<file path="config.mk">
export PLATFORM = sky130hd
export DESIGN_NAME = dfp_param_bank
export DESIGN_NICKNAME = d
export VERILOG_FILES = /design/src/rtl/dfp_pkg.sv /design/src/rtl/dfp_sync2.sv /design/src/rtl/dfp_stop_sel.sv /design/src/rtl/dfp_param_bank.sv
export VERILOG_INCLUDE_DIRS = /design/src /design/src/rtl
export SDC_FILE = /design/constraint.sdc
export NUM_CORES = 1
export LEC_CHECK = 0
export BUFFER_PORTS_ARGS = -buffer_cell sky130_fd_sc_hd__buf_2
export CAP_MARGIN = 20
export CORE_AREA = 2 2 83 104
export CTS_CLUSTER_DIAMETER = 50
export CTS_CLUSTER_SIZE = 28
export DETAILED_ROUTE_END_ITERATION = 7
export DIE_AREA = 0 0 85 106
export PLACE_DENSITY = 0.81
export SLEW_MARGIN = 20
export SYNTH_ARGS = -nofsm -noshare
export SYNTH_HDL_FRONTEND = slang
export SYNTH_SLANG_ARGS = --single-unit
</file>
<file path="constraint.sdc">
create_clock -name mclk -period 1.7 [get_ports mclk]
set_input_delay 0.34 -clock mclk [delete_from_list [all_inputs] [get_ports mclk]]
set_output_delay 0.34 -clock mclk [all_outputs]
set_load 0.02 [all_outputs]
</file>
<file path="src/rtl/dfp_consts.svh">
// Notes on behaviour
// - Frequency reference source 0..4, reset 1
// - Run command source 0..3, network needs 3
// - Bus error stop action 0..3, reset 1
// - External fault: always, or only while running
// - External fault stop action 0..3, reset 1
// - External fault action 3 only flags alarm
// - Multi-step references off at 0, on at 1
// - Drive init restores comm settings if enabled
// - Station 0..125; error light at 0 or above 125
// - Clear command zeroes or holds output data
// - Process map: 0 profile, 1 conventional
// - Station and map take effect after power cycle
// - Firmware 1012 on: comm init default becomes 1
// - Conventional layout used only when map is 1
`ifndef DFP_CONSTS_SVH
`define DFP_CONSTS_SVH

// ----------------------------------------------------------------
// Register offsets
// ----------------------------------------------------------------
`define DFP_OFS_FREQ_SRC 8'h00
`define DFP_OFS_RUN_SRC 8'h04
`define DFP_OFS_BUS_ACT 8'h08
`define DFP_OFS_EXT_COND 8'h0C
`define DFP_OFS_EXT_ACT 8'h10
`define DFP_OFS_MSTEP 8'h14
`define DFP_OFS_COMM_RST 8'h18
`define DFP_OFS_STATION 8'h1C
`define DFP_OFS_CLR_MODE 8'h20
`define DFP_OFS_MAP_SEL 8'h24
`define DFP_OFS_IRQ_STAT 8'h28
`define DFP_OFS_IRQ_MASK 8'h2C
`define DFP_OFS_ACTIVE 8'h30

// ----------------------------------------------------------------
// Reset values
// ----------------------------------------------------------------
`define DFP_RST_FREQ 3'h1
`define DFP_RST_RUN 2'h1
`define DFP_RST_ACT 2'h1
`define DFP_RST_EXT_COND 1'h0
`define DFP_RST_MSTEP 1'h1
`define DFP_RST_COMM_OLD 1'h0
`define DFP_RST_COMM_NEW 1'h1
`define DFP_RST_STATION 7'h00
`define DFP_RST_CLR 1'h0
`define DFP_RST_MAP 1'h0

// ----------------------------------------------------------------
// Codes, limits and field positions
// ----------------------------------------------------------------
`define DFP_FREQ_MAX 3'h4
`define DFP_FREQ_OPTION 3'h3
`define DFP_RUN_OPTION 2'h3
`define DFP_STATION_MAX 7'h7D
`define DFP_FW_NEWDEF 16'h03F4
`define DFP_ACT_MAP_BIT 8
`define DFP_ACT_ERR_BIT 9
`define DFP_IRQ_BUS_ERR 0
`define DFP_IRQ_EXT_FLT 1
`define DFP_IRQ_CLEAR 2
`define DFP_IRQ_INIT 3

`endif

</file>
<file path="src/rtl/dfp_pkg.sv">
package dfp_pkg;

  // Stop action codes, in the order the settings encode them
  typedef enum logic [1:0] {
    DFP_STOP_RAMP,
    DFP_STOP_COAST,
    DFP_STOP_FAST,
    DFP_STOP_ALARM
  } dfp_stop_t;

  typedef struct packed {
    logic meta;
    logic q;
  } dfp_sync_t;

  typedef struct packed {
    logic [2:0] freq_ref_source_sel;
    logic [1:0] run_cmd_source_sel;
    dfp_stop_t bus_error_stop_action;
    logic ext_fault_detect_cond;
    dfp_stop_t ext_fault_stop_action;
    logic multistep_ref_mode;
    logic comm_param_init_reset;
    logic [6:0] station_number;
    logic clear_cmd_handling;
    logic process_map_select;
    logic [6:0] act_station;
    logic act_map;
    logic sampled;
    logic pwr_q;
    logic bus_q;
    logic ext_q;
    logic clr_q;
    logic [3:0] irq_stat;
    logic [3:0] irq_mask;
    logic [31:0] rdata;
    logic [15:0] out_data;
    logic stop_req;
    dfp_stop_t stop_kind;
    logic alarm;
    logic station_err;
    logic net_freq;
    logic net_run;
    logic irq;
  } dfp_state_t;

endpackage

</file>
<file path="src/rtl/dfp_sync2.sv">
`timescale 1ns/10ps
module dfp_sync2
  import dfp_pkg::*;
(
  input wire logic mclk, // System clock
  input wire logic rst_b, // Async reset, active low
  input wire logic d, // Asynchronous level in
  output logic q // Level in mclk domain
);

  dfp_sync_t state;
  dfp_sync_t next_state;

  always_comb begin
    next_state.meta = d;
    next_state.q = state.meta;
  end

  always_ff @(posedge mclk or negedge rst_b) begin
    if (!rst_b) begin
      state <= '0;
    end else begin
      state <= next_state;
    end
  end

  assign q = state.q;

endmodule

</file>
<file path="src/rtl/dfp_stop_sel.sv">
`timescale 1ns/10ps
module dfp_stop_sel
  import dfp_pkg::*;
(
  input wire logic fault_on, // Fault condition present
  input wire dfp_stop_t action, // Chosen response
  output logic stop_req, // Drive must stop
  output logic alarm // Alarm only, keep running
);

  // Alarm-only keeps the drive turning; the user must add a hard stop
  assign stop_req = fault_on && (action != DFP_STOP_ALARM);
  assign alarm = fault_on && (action == DFP_STOP_ALARM);

endmodule

</file>
<file path="src/rtl/dfp_param_bank.sv">
// The implementer's own choices: the address-and-strobe port and the address map.
`timescale 1ns/10ps
`include "dfp_consts.svh"
module dfp_param_bank
  import dfp_pkg::*;
#(
  parameter logic [15:0] FW_VERSION = 16'h03F4
)
(
  input wire logic mclk, // System clock, 125 MHz
  input wire logic rst_b, // Async reset, active low
  input wire logic [7:0] addr, // Register byte address
  input wire logic [31:0] wdata, // Write data
  input wire logic wr, // Write strobe
  input wire logic rd, // Read strobe
  output logic [31:0] rdata, // Read data, cycle after rd
  input wire logic bus_error, // Fieldbus comm error level
  input wire logic network_external_fault, // Fault from network
  input wire logic drive_running, // Drive is running
  input wire logic drive_init_command, // Drive init pulse
  input wire logic clear_mode, // Master clear command level
  input wire logic [15:0] master_data, // Cyclic data from master
  input wire logic master_valid, // master_data is new
  input wire logic pwr_restart, // Power cycle pin, async
  output logic [2:0] freq_ref_source_sel, // Reference source
  output logic [1:0] run_cmd_source_sel, // Run command source
  output logic net_freq_ref_en, // Reference from option card
  output logic net_run_en, // Run/stop from option card
  output logic multistep_en, // Multi-step refs allowed
  output logic stop_req, // Stop request to drive core
  output logic [1:0] stop_kind, // Stop method code
  output logic fault_alarm, // Alarm without stop
  output logic station_err, // Error light
  output logic [6:0] active_station, // Station in effect
  output logic conventional_map, // Conventional layout active
  output logic [15:0] out_data, // Output data to drive
  output logic irq // Interrupt, level
);

  // ----------------------------------------------------------------
  // Reset image
  // ----------------------------------------------------------------
  localparam logic RST_COMM = (FW_VERSION >= `DFP_FW_NEWDEF) ?
    `DFP_RST_COMM_NEW : `DFP_RST_COMM_OLD;

  localparam dfp_state_t RST_STATE = '{
    freq_ref_source_sel: `DFP_RST_FREQ,
    run_cmd_source_sel: `DFP_RST_RUN,
    bus_error_stop_action: dfp_stop_t'(`DFP_RST_ACT),
    ext_fault_detect_cond: `DFP_RST_EXT_COND,
    ext_fault_stop_action: dfp_stop_t'(`DFP_RST_ACT),
    multistep_ref_mode: `DFP_RST_MSTEP,
    comm_param_init_reset: RST_COMM,
    station_number: `DFP_RST_STATION,
    clear_cmd_handling: `DFP_RST_CLR,
    process_map_select: `DFP_RST_MAP,
    stop_kind: DFP_STOP_RAMP,
    default: '0
  };

  dfp_state_t state;
  dfp_state_t next_state;

  logic pwr_sync;
  logic pwr_rise;
  logic ext_hit;
  logic bus_stop;
  logic bus_alarm;
  logic ext_stop;
  logic ext_alarm;
  logic [3:0] ev;
  logic [3:0] w1c;
  logic init_apply;

  // ----------------------------------------------------------------
  // Power-cycle pin and fault resolution
  // ----------------------------------------------------------------
  dfp_sync2 u_pwr_sync (
    .mclk(mclk),
    .rst_b(rst_b),
    .d(pwr_restart),
    .q(pwr_sync)
  );

  assign pwr_rise = pwr_sync && !state.pwr_q;

  // Condition 1 masks the fault while stopped
  assign ext_hit = network_external_fault &&
    (!state.ext_fault_detect_cond || drive_running);

  dfp_stop_sel u_bus_sel (
    .fault_on(bus_error),
    .action(state.bus_error_stop_action),
    .stop_req(bus_stop),
    .alarm(bus_alarm)
  );

  dfp_stop_sel u_ext_sel (
    .fault_on(ext_hit),
    .action(state.ext_fault_stop_action),
    .stop_req(ext_stop),
    .alarm(ext_alarm)
  );

  assign init_apply = drive_init_command && state.comm_param_init_reset;

  always_comb begin
    ev = '0;
    ev[`DFP_IRQ_BUS_ERR] = bus_error && !state.bus_q;
    ev[`DFP_IRQ_EXT_FLT] = ext_hit && !state.ext_q;
    ev[`DFP_IRQ_CLEAR] = clear_mode && !state.clr_q;
    ev[`DFP_IRQ_INIT] = init_apply;
  end

  // ----------------------------------------------------------------
  // Next state
  // ----------------------------------------------------------------
  always_comb begin
    next_state = state;
    w1c = '0;
    // Settings hold until written or restored
    if (wr) begin
      case (addr)
        `DFP_OFS_FREQ_SRC: begin
          // Codes above 4 name no source, so they are ignored
          if (wdata[2:0] <= `DFP_FREQ_MAX) begin
            next_state.freq_ref_source_sel = wdata[2:0];
          end
        end
        `DFP_OFS_RUN_SRC: next_state.run_cmd_source_sel = wdata[1:0];
        `DFP_OFS_BUS_ACT: begin
          next_state.bus_error_stop_action = dfp_stop_t'(wdata[1:0]);
        end
        `DFP_OFS_EXT_COND: next_state.ext_fault_detect_cond = wdata[0];
        `DFP_OFS_EXT_ACT: begin
          next_state.ext_fault_stop_action = dfp_stop_t'(wdata[1:0]);
        end
        `DFP_OFS_MSTEP: next_state.multistep_ref_mode = wdata[0];
        `DFP_OFS_COMM_RST: next_state.comm_param_init_reset = wdata[0];
        `DFP_OFS_STATION: next_state.station_number = wdata[6:0];
        `DFP_OFS_CLR_MODE: next_state.clear_cmd_handling = wdata[0];
        `DFP_OFS_MAP_SEL: next_state.process_map_select = wdata[0];
        `DFP_OFS_IRQ_STAT: w1c = wdata[3:0];
        `DFP_OFS_IRQ_MASK: next_state.irq_mask = wdata[3:0];
        default: begin
        end
      endcase
    end

    // Init overrides a write to the same settings in the same cycle
    if (init_apply) begin
      next_state.bus_error_stop_action = RST_STATE.bus_error_stop_action;
      next_state.ext_fault_detect_cond = RST_STATE.ext_fault_detect_cond;
      next_state.ext_fault_stop_action = RST_STATE.ext_fault_stop_action;
      next_state.multistep_ref_mode = RST_STATE.multistep_ref_mode;
      next_state.comm_param_init_reset = RST_STATE.comm_param_init_reset;
      next_state.station_number = RST_STATE.station_number;
      next_state.clear_cmd_handling = RST_STATE.clear_cmd_handling;
      next_state.process_map_select = RST_STATE.process_map_select;
    end

    // Station and map are taken once after reset and on each power
    // cycle; later writes wait for the next one
    if (!state.sampled || pwr_rise) begin
      next_state.act_station = state.station_number;
      next_state.act_map = state.process_map_select;
      next_state.sampled = 1'b1;
    end
    next_state.pwr_q = pwr_sync;
    next_state.bus_q = bus_error;
    next_state.ext_q = ext_hit;
    next_state.clr_q = clear_mode;

    // An event in the clearing cycle survives the clear
    next_state.irq_stat = (state.irq_stat & ~w1c) | ev;
    next_state.irq = |(next_state.irq_stat & next_state.irq_mask);

    next_state.rdata = '0;
    if (rd) begin
      case (addr)
        `DFP_OFS_FREQ_SRC: next_state.rdata[2:0] = state.freq_ref_source_sel;
        `DFP_OFS_RUN_SRC: next_state.rdata[1:0] = state.run_cmd_source_sel;
        `DFP_OFS_BUS_ACT: begin
          next_state.rdata[1:0] = state.bus_error_stop_action;
        end
        `DFP_OFS_EXT_COND: next_state.rdata[0] = state.ext_fault_detect_cond;
        `DFP_OFS_EXT_ACT: begin
          next_state.rdata[1:0] = state.ext_fault_stop_action;
        end
        `DFP_OFS_MSTEP: next_state.rdata[0] = state.multistep_ref_mode;
        `DFP_OFS_COMM_RST: next_state.rdata[0] = state.comm_param_init_reset;
        `DFP_OFS_STATION: next_state.rdata[6:0] = state.station_number;
        `DFP_OFS_CLR_MODE: next_state.rdata[0] = state.clear_cmd_handling;
        `DFP_OFS_MAP_SEL: next_state.rdata[0] = state.process_map_select;
        `DFP_OFS_IRQ_STAT: next_state.rdata[3:0] = state.irq_stat;
        `DFP_OFS_IRQ_MASK: next_state.rdata[3:0] = state.irq_mask;
        `DFP_OFS_ACTIVE: begin
          next_state.rdata[6:0] = state.act_station;
          next_state.rdata[`DFP_ACT_MAP_BIT] = state.act_map;
          next_state.rdata[`DFP_ACT_ERR_BIT] = state.station_err;
        end
        default: next_state.rdata = '0;
      endcase
    end

    // Bus error sets the stop kind when both are present; a stop from either source masks the other's alarm
    next_state.stop_req = bus_stop || ext_stop;
    next_state.alarm = (bus_alarm && !ext_stop) ||
      (ext_alarm && !bus_stop);
    if (bus_error) begin
      next_state.stop_kind = state.bus_error_stop_action;
    end else if (ext_hit) begin
      next_state.stop_kind = state.ext_fault_stop_action;
    end else begin
      next_state.stop_kind = DFP_STOP_RAMP;
    end

    next_state.station_err = (state.station_number == 7'h00) ||
      (state.station_number > `DFP_STATION_MAX);

    if (clear_mode) begin
      if (!state.clear_cmd_handling) begin
        next_state.out_data = 16'h0000;
      end
    end else if (master_valid) begin
      next_state.out_data = master_data;
    end

    next_state.net_freq =
      (next_state.freq_ref_source_sel == `DFP_FREQ_OPTION);
    next_state.net_run =
      (next_state.run_cmd_source_sel == `DFP_RUN_OPTION);
  end

  always_ff @(posedge mclk or negedge rst_b) begin
    if (!rst_b) begin
      state <= RST_STATE;
    end else begin
      state <= next_state;
    end
  end

  // ----------------------------------------------------------------
  // Outputs
  // ----------------------------------------------------------------
  assign rdata = state.rdata;
  assign freq_ref_source_sel = state.freq_ref_source_sel;
  assign run_cmd_source_sel = state.run_cmd_source_sel;
  assign net_freq_ref_en = state.net_freq;
  assign net_run_en = state.net_run;
  assign multistep_en = state.multistep_ref_mode;
  assign stop_req = state.stop_req;
  assign stop_kind = state.stop_kind;
  assign fault_alarm = state.alarm;
  assign station_err = state.station_err;
  assign active_station = state.act_station;
  assign conventional_map = state.act_map;
  assign out_data = state.out_data;
  assign irq = state.irq;

  // ----------------------------------------------------------------
  // Checks
  // ----------------------------------------------------------------
  chk_freq_range: assert property (
    @(posedge mclk) disable iff (!rst_b)
    freq_ref_source_sel <= `DFP_FREQ_MAX)
    else $error("frequency source out of range");

  chk_net_run: assert property (
    @(posedge mclk) disable iff (!rst_b)
    net_run_en == (run_cmd_source_sel == `DFP_RUN_OPTION))
    else $error("network run enable wrong");

  chk_bus_stop: assert property (
    @(posedge mclk) disable iff (!rst_b)
    bus_error && state.bus_error_stop_action != DFP_STOP_ALARM
    |=> stop_req && stop_kind == $past(state.bus_error_stop_action))
    else $error("bus error stop missing");

  chk_ext_masked: assert property (
    @(posedge mclk) disable iff (!rst_b)
    network_external_fault && state.ext_fault_detect_cond &&
    !drive_running && !bus_error |=> !stop_req && !fault_alarm)
    else $error("external fault not masked while stopped");

  chk_ext_stop: assert property (
    @(posedge mclk) disable iff (!rst_b)
    ext_hit && !bus_error &&
    state.ext_fault_stop_action != DFP_STOP_ALARM
    |=> stop_req && stop_kind == $past(state.ext_fault_stop_action))
    else $error("external fault stop missing");

  chk_alarm_only: assert property (
    @(posedge mclk) disable iff (!rst_b)
    ext_hit && !bus_error &&
    state.ext_fault_stop_action == DFP_STOP_ALARM
    |=> fault_alarm && !stop_req)
    else $error("alarm-only fault stopped the drive");

  chk_init_restore: assert property (
    @(posedge mclk) disable iff (!rst_b)
    drive_init_command && state.comm_param_init_reset
    |=> multistep_en && state.station_number == `DFP_RST_STATION &&
        state.bus_error_stop_action == DFP_STOP_COAST)
    else $error("init did not restore settings");

  chk_init_keep: assert property (
    @(posedge mclk) disable iff (!rst_b)
    drive_init_command && !state.comm_param_init_reset && !wr
    |=> $stable(state.station_number) && $stable(multistep_en))
    else $error("init changed settings while disabled");

  chk_station_err: assert property (
    @(posedge mclk) disable iff (!rst_b)
    state.sampled && (state.station_number == 7'h00 ||
    state.station_number > `DFP_STATION_MAX) |=> station_err)
    else $error("error light off for station zero");

  chk_clear_zero: assert property (
    @(posedge mclk) disable iff (!rst_b)
    clear_mode && !state.clear_cmd_handling |=> out_data == 16'h0000)
    else $error("output data not cleared");

  chk_clear_hold: assert property (
    @(posedge mclk) disable iff (!rst_b)
    clear_mode && state.clear_cmd_handling |=> $stable(out_data))
    else $error("output data not held");

  chk_map_latch: assert property (
    @(posedge mclk) disable iff (!rst_b)
    state.sampled && !pwr_rise
    |=> $stable(active_station) && $stable(conventional_map))
    else $error("active station changed without power cycle");

  chk_irq_sticky: assert property (
    @(posedge mclk) disable iff (!rst_b)
    bus_error && !state.bus_q |=> state.irq_stat[`DFP_IRQ_BUS_ERR])
    else $error("bus error event lost");

endmodule

</file>
==> results summary <==
The flow ran to the end, and the final reports show no timing, DRC or antenna violations. The number of cells in the design after placement came out at 516. The via count of the first global-routing pass came out at 2948. The residual DRC count came out at 0. The area of the core region came out at 8100 um2. The delay of the slowest cell on the worst path is 0.61 ns.

The filler cell count came out at 718. The worst setup path is launched from a register. The initial antenna violation count was 0.

The time the final worst path needs with I/O delays and setup came out at 1.49 ns. Dividing the detail-routed wire length by the instance count gives 16.8 um. The final setup slack of the worst path is 0.215 ns. The number of iterations in the first detailed-routing pass is 6. Broken down by cell family, the worst path's largest delay share belongs to flip-flops. The cell area that synthesis handed to floorplanning was 3910 um2. In this run the tightest slew margin relative to its limit is 50.7%. The weighted congestion at the end of routability-driven global placement is 0.910. Once the floorplan was initialized, standard cells occupied 48.3% of the core.

The pre-CTS setup slack is -0.152 ns. The number of antenna diodes in the final layout is 0. The number of vias after detailed routing came out at 2862. The period utilization is 87.4%. Buffers placed on the I/O ports in this run total 88.

The Yosys step of the flow raised 0 warnings. The leakage power of the design came out at 2.34 nW. Post-CTS timing repair inserted 0 buffers for setup.

The die width is 85 um. The number of enable-type register cells in the synthesized netlist came out at 0. The number of buffers between clock root and the deepest sink is 2. The critical path class is reg -> out. The flop and latch count out of synthesis came out at 77.

The arrival time at the worst endpoint is 1.15 ns. The critical path's slowest cell is dfstp_2. For this run, the number of standard cells in the final layout without fillers is 533.

The overall global routing resource usage is 20.9%. The number of instances in the synthesized netlist came out at 355. The worst setup path is captured at an output port. The first global-routing pass estimated 14.5 mm of wire. The maximum VDD drop came out at 0.000624 V. For the pin with the worst max-slew slack, the measured transition is 0.740 ns. The share of the Yosys chip area taken by registers is 49.5%. The achievable clock frequency is 673 MHz. The fraction of final layout cells sized beyond drive strength 1 came out at 37.6%. CTS saw 77 sinks.

For this design the top-level I/O count stands at 137. The final number of hold-violating endpoints is 0. Counting flops with an async set or reset pin after synthesis yields a share of 100%. Clock tree synthesis inserted a total of 9 buffers. The number of max-cap violations is 0. After floorplanning, the core was divided into 37 placement rows.

The leftover overflow at the end of global routing came out at 0. The clock input transition at the sequential cells of the worst setup and hold paths is 0.08 ns. The power density over the cells is 891 nW/um2. The standard cell area after detailed placement came out at 4250 um2.

The overall die height came out at 106 um. The average via count per standard cell is 5.37. The total half-perimeter wirelength after legalization and detailed placement is 6.72 mm. The detailed router finished its first iteration with 168 violations. The average footprint of a synthesized cell came out at 11.0 um2. Yosys mapped the design onto 57 distinct sky130hd cell types. The area of the die is 9010 um2. The count of final setup violators is 0. The maximum number of pins on one net before global-route repair came out at 32. Relative to the synthesized area, the layout overhead comes to 15.3%. The number of buffers and inverters on the critical path came out at 1. Of all nets on the critical path, the largest fanout is 4. Setup repair after global routing left no endpoint under its margin. The number of max-slew violations in the final report came out at 0. The critical path goes through buf_2. The clock skew after layout came out at 0.0119 ns. Summing all non-filler instances in the final layout gives an area of 4510 um2. The min-delay analysis places its worst path in the category in -> reg.

The final wirelength came out at 8.97 mm. The CTS tree is yes. The latest clock arrival within the worst-skew pair is 0.35 ns. The cell at the root of the clock tree is clkbuf_8. The remaining antenna violation count is 0.

In the final design database the tool counted 498 nets. The data required time of the critical path is 1.36 ns. The number of levels the H-tree was split into came out at 3. The commonest register cell after synthesis is dfrtp_1.
==> final cells by class <==
class                      instances  area [um2]  share of cell area [%]
inverter                          12        45.0                   0.999
clock inverter                     4        77.6                    1.72
tap                               97         121                    2.69
timing repair buffer             120         711                    15.8
multi-input combinational        211        1460                    32.3
clock buffer                      12         165                    3.66
sequential                        77        1930                    42.9
==> worst paths after layout <==
path,slack (ns),cells past startpoint,end,start
max in group asynchronous,0.67,3,freq_ref_source_sel[1],rst_b
hold reg to reg,0.35,0,u_pwr_sync.q,u_pwr_sync.next_state[0]
setup reg to reg,0.33,4,irq,state[86]
setup / recovery,0.21,1,freq_ref_source_sel[0],freq_ref_source_sel[0]
min in group asynchronous,0.44,2,state[65],rst_b
hold / removal,0.09,1,u_pwr_sync.next_state[0],pwr_restart
==> registers in the layout (all words and copies together) (netlist names), 2 cells and up <==
signal	count
freq_ref_source_sel	3
state	28
out_data	16
stop_kind	2
rdata	9
run_cmd_source_sel	2
active_station	7
==> cell usage in the layout, fill, tap and decap left out, types with 3 or more instances in the layout <==
cell	n
nand4_1	4
and3_1	4
conb_1	24
mux2_2	10
a21boi_0	3
dfrtp_1	71
nor2b_1	7
dfstp_2	6
a22o_1	24
a21oi_1	8
nor4_1	3
buf_2	87
mux2i_1	11
nand2_1	20
buf_4	30
nand3_1	13
o21ai_0	6
nor2_1	15
inv_1	12
o211ai_1	4
clkbuf_8	12
a22oi_1	9
==> per-layer routing <==
| metal | vias to the layer above | track usage [%] | wire length (um) |
|---|---|---|---|
| met5 | - | 0 | 0 |
| met4 | 0 | 10.9 | 312 |
| met3 | 28 | 4.74 | 576 |
| met2 | 119 | 34.5 | 4490 |
| met1 | 1370 | 25.2 | 3590 |
| li1 | 1345 | - | - |
==> synth_stat cells (2+ instances only) <==
master,count,area [um2]
a211oi_1,2,15.0
and2_1,2,12.5
a21oi_1,9,45.0
a22oi_1,9,67.6
a31oi_1,2,12.5
o31a_1,2,17.5
mux2_2,10,113
nor2_1,15,56.3
nor4_4,2,42.5
a21boi_0,3,22.5
and3_1,4,25.0
or2_2,2,12.5
or2_1,2,12.5
o22ai_1,2,12.5
buf_2,5,25.0
mux2i_1,11,110
a22o_1,24,210
a2bb2oi_1,2,17.5
buf_6,3,33.8
conb_1,2,7.51
inv_1,12,45.0
nand3_1,13,65.1
dfrtp_1,71,1780
buf_4,64,480
nand4_1,4,25.0
dfstp_2,6,158
o31ai_1,2,15.0
nor4b_1,2,17.5
a41oi_1,2,17.5
nor4_1,3,18.8
clkbuf_1,4,15.0
nand2_1,20,75.1
o21ai_0,6,30.0
o211ai_1,4,30.0
nor2b_1,7,43.8
==> kinds of logic (layout without fill, tap and decap cells) <==
| logic type | after synthesis | after routing | synth area share, % |
|---|---|---|---|
| AO/OA/AOI/OAI | 80 | 80 | 15.8 |
| AND/OR/NAND/NOR | 86 | 86 | 13.3 |
| other | 2 | 24 | 0.192 |
| multiplexers | 21 | 21 | 5.69 |
| flip-flops | 77 | 77 | 49.5 |
| buffers and inverters | 89 | 148 | 15.5 |
==> report_power, final <==
group          switching (mW)  internal [mW]
sequential             0.0328           1.89
combinational           0.298          0.169
clock                   0.675          0.955
==> per-stage QoR <==
| stage | setup TNS, ns | hold slack (ns) | power [mW] | util, % |
|---|---|---|---|---|
| 6_report | 0 | 0.0896 | 4.02 | 55.7 |
| 2_1_floorplan | 0 | 0.0444 | 2.28 | - |
| 5_1_grt | 0 | 0.0760 | 4.19 | 55.7 |
| 3_3_place_gp | -0.461 | 0.273 | 2.41 | 52.5 |
| 4_1_cts | 0 | 0.0697 | 4.06 | 55.7 |
| 3_5_place_dp | -2.24 | 0.282 | 2.42 | 52.5 |
==> timing repair <==
action,in CTS,in global routing
hold buffers,1,0
endpoints found under the setup margin,2,0
gates resized for setup,1,0
hold endpoints to repair,22,0
No activity file was read; power rests on OpenSTA's default activity.
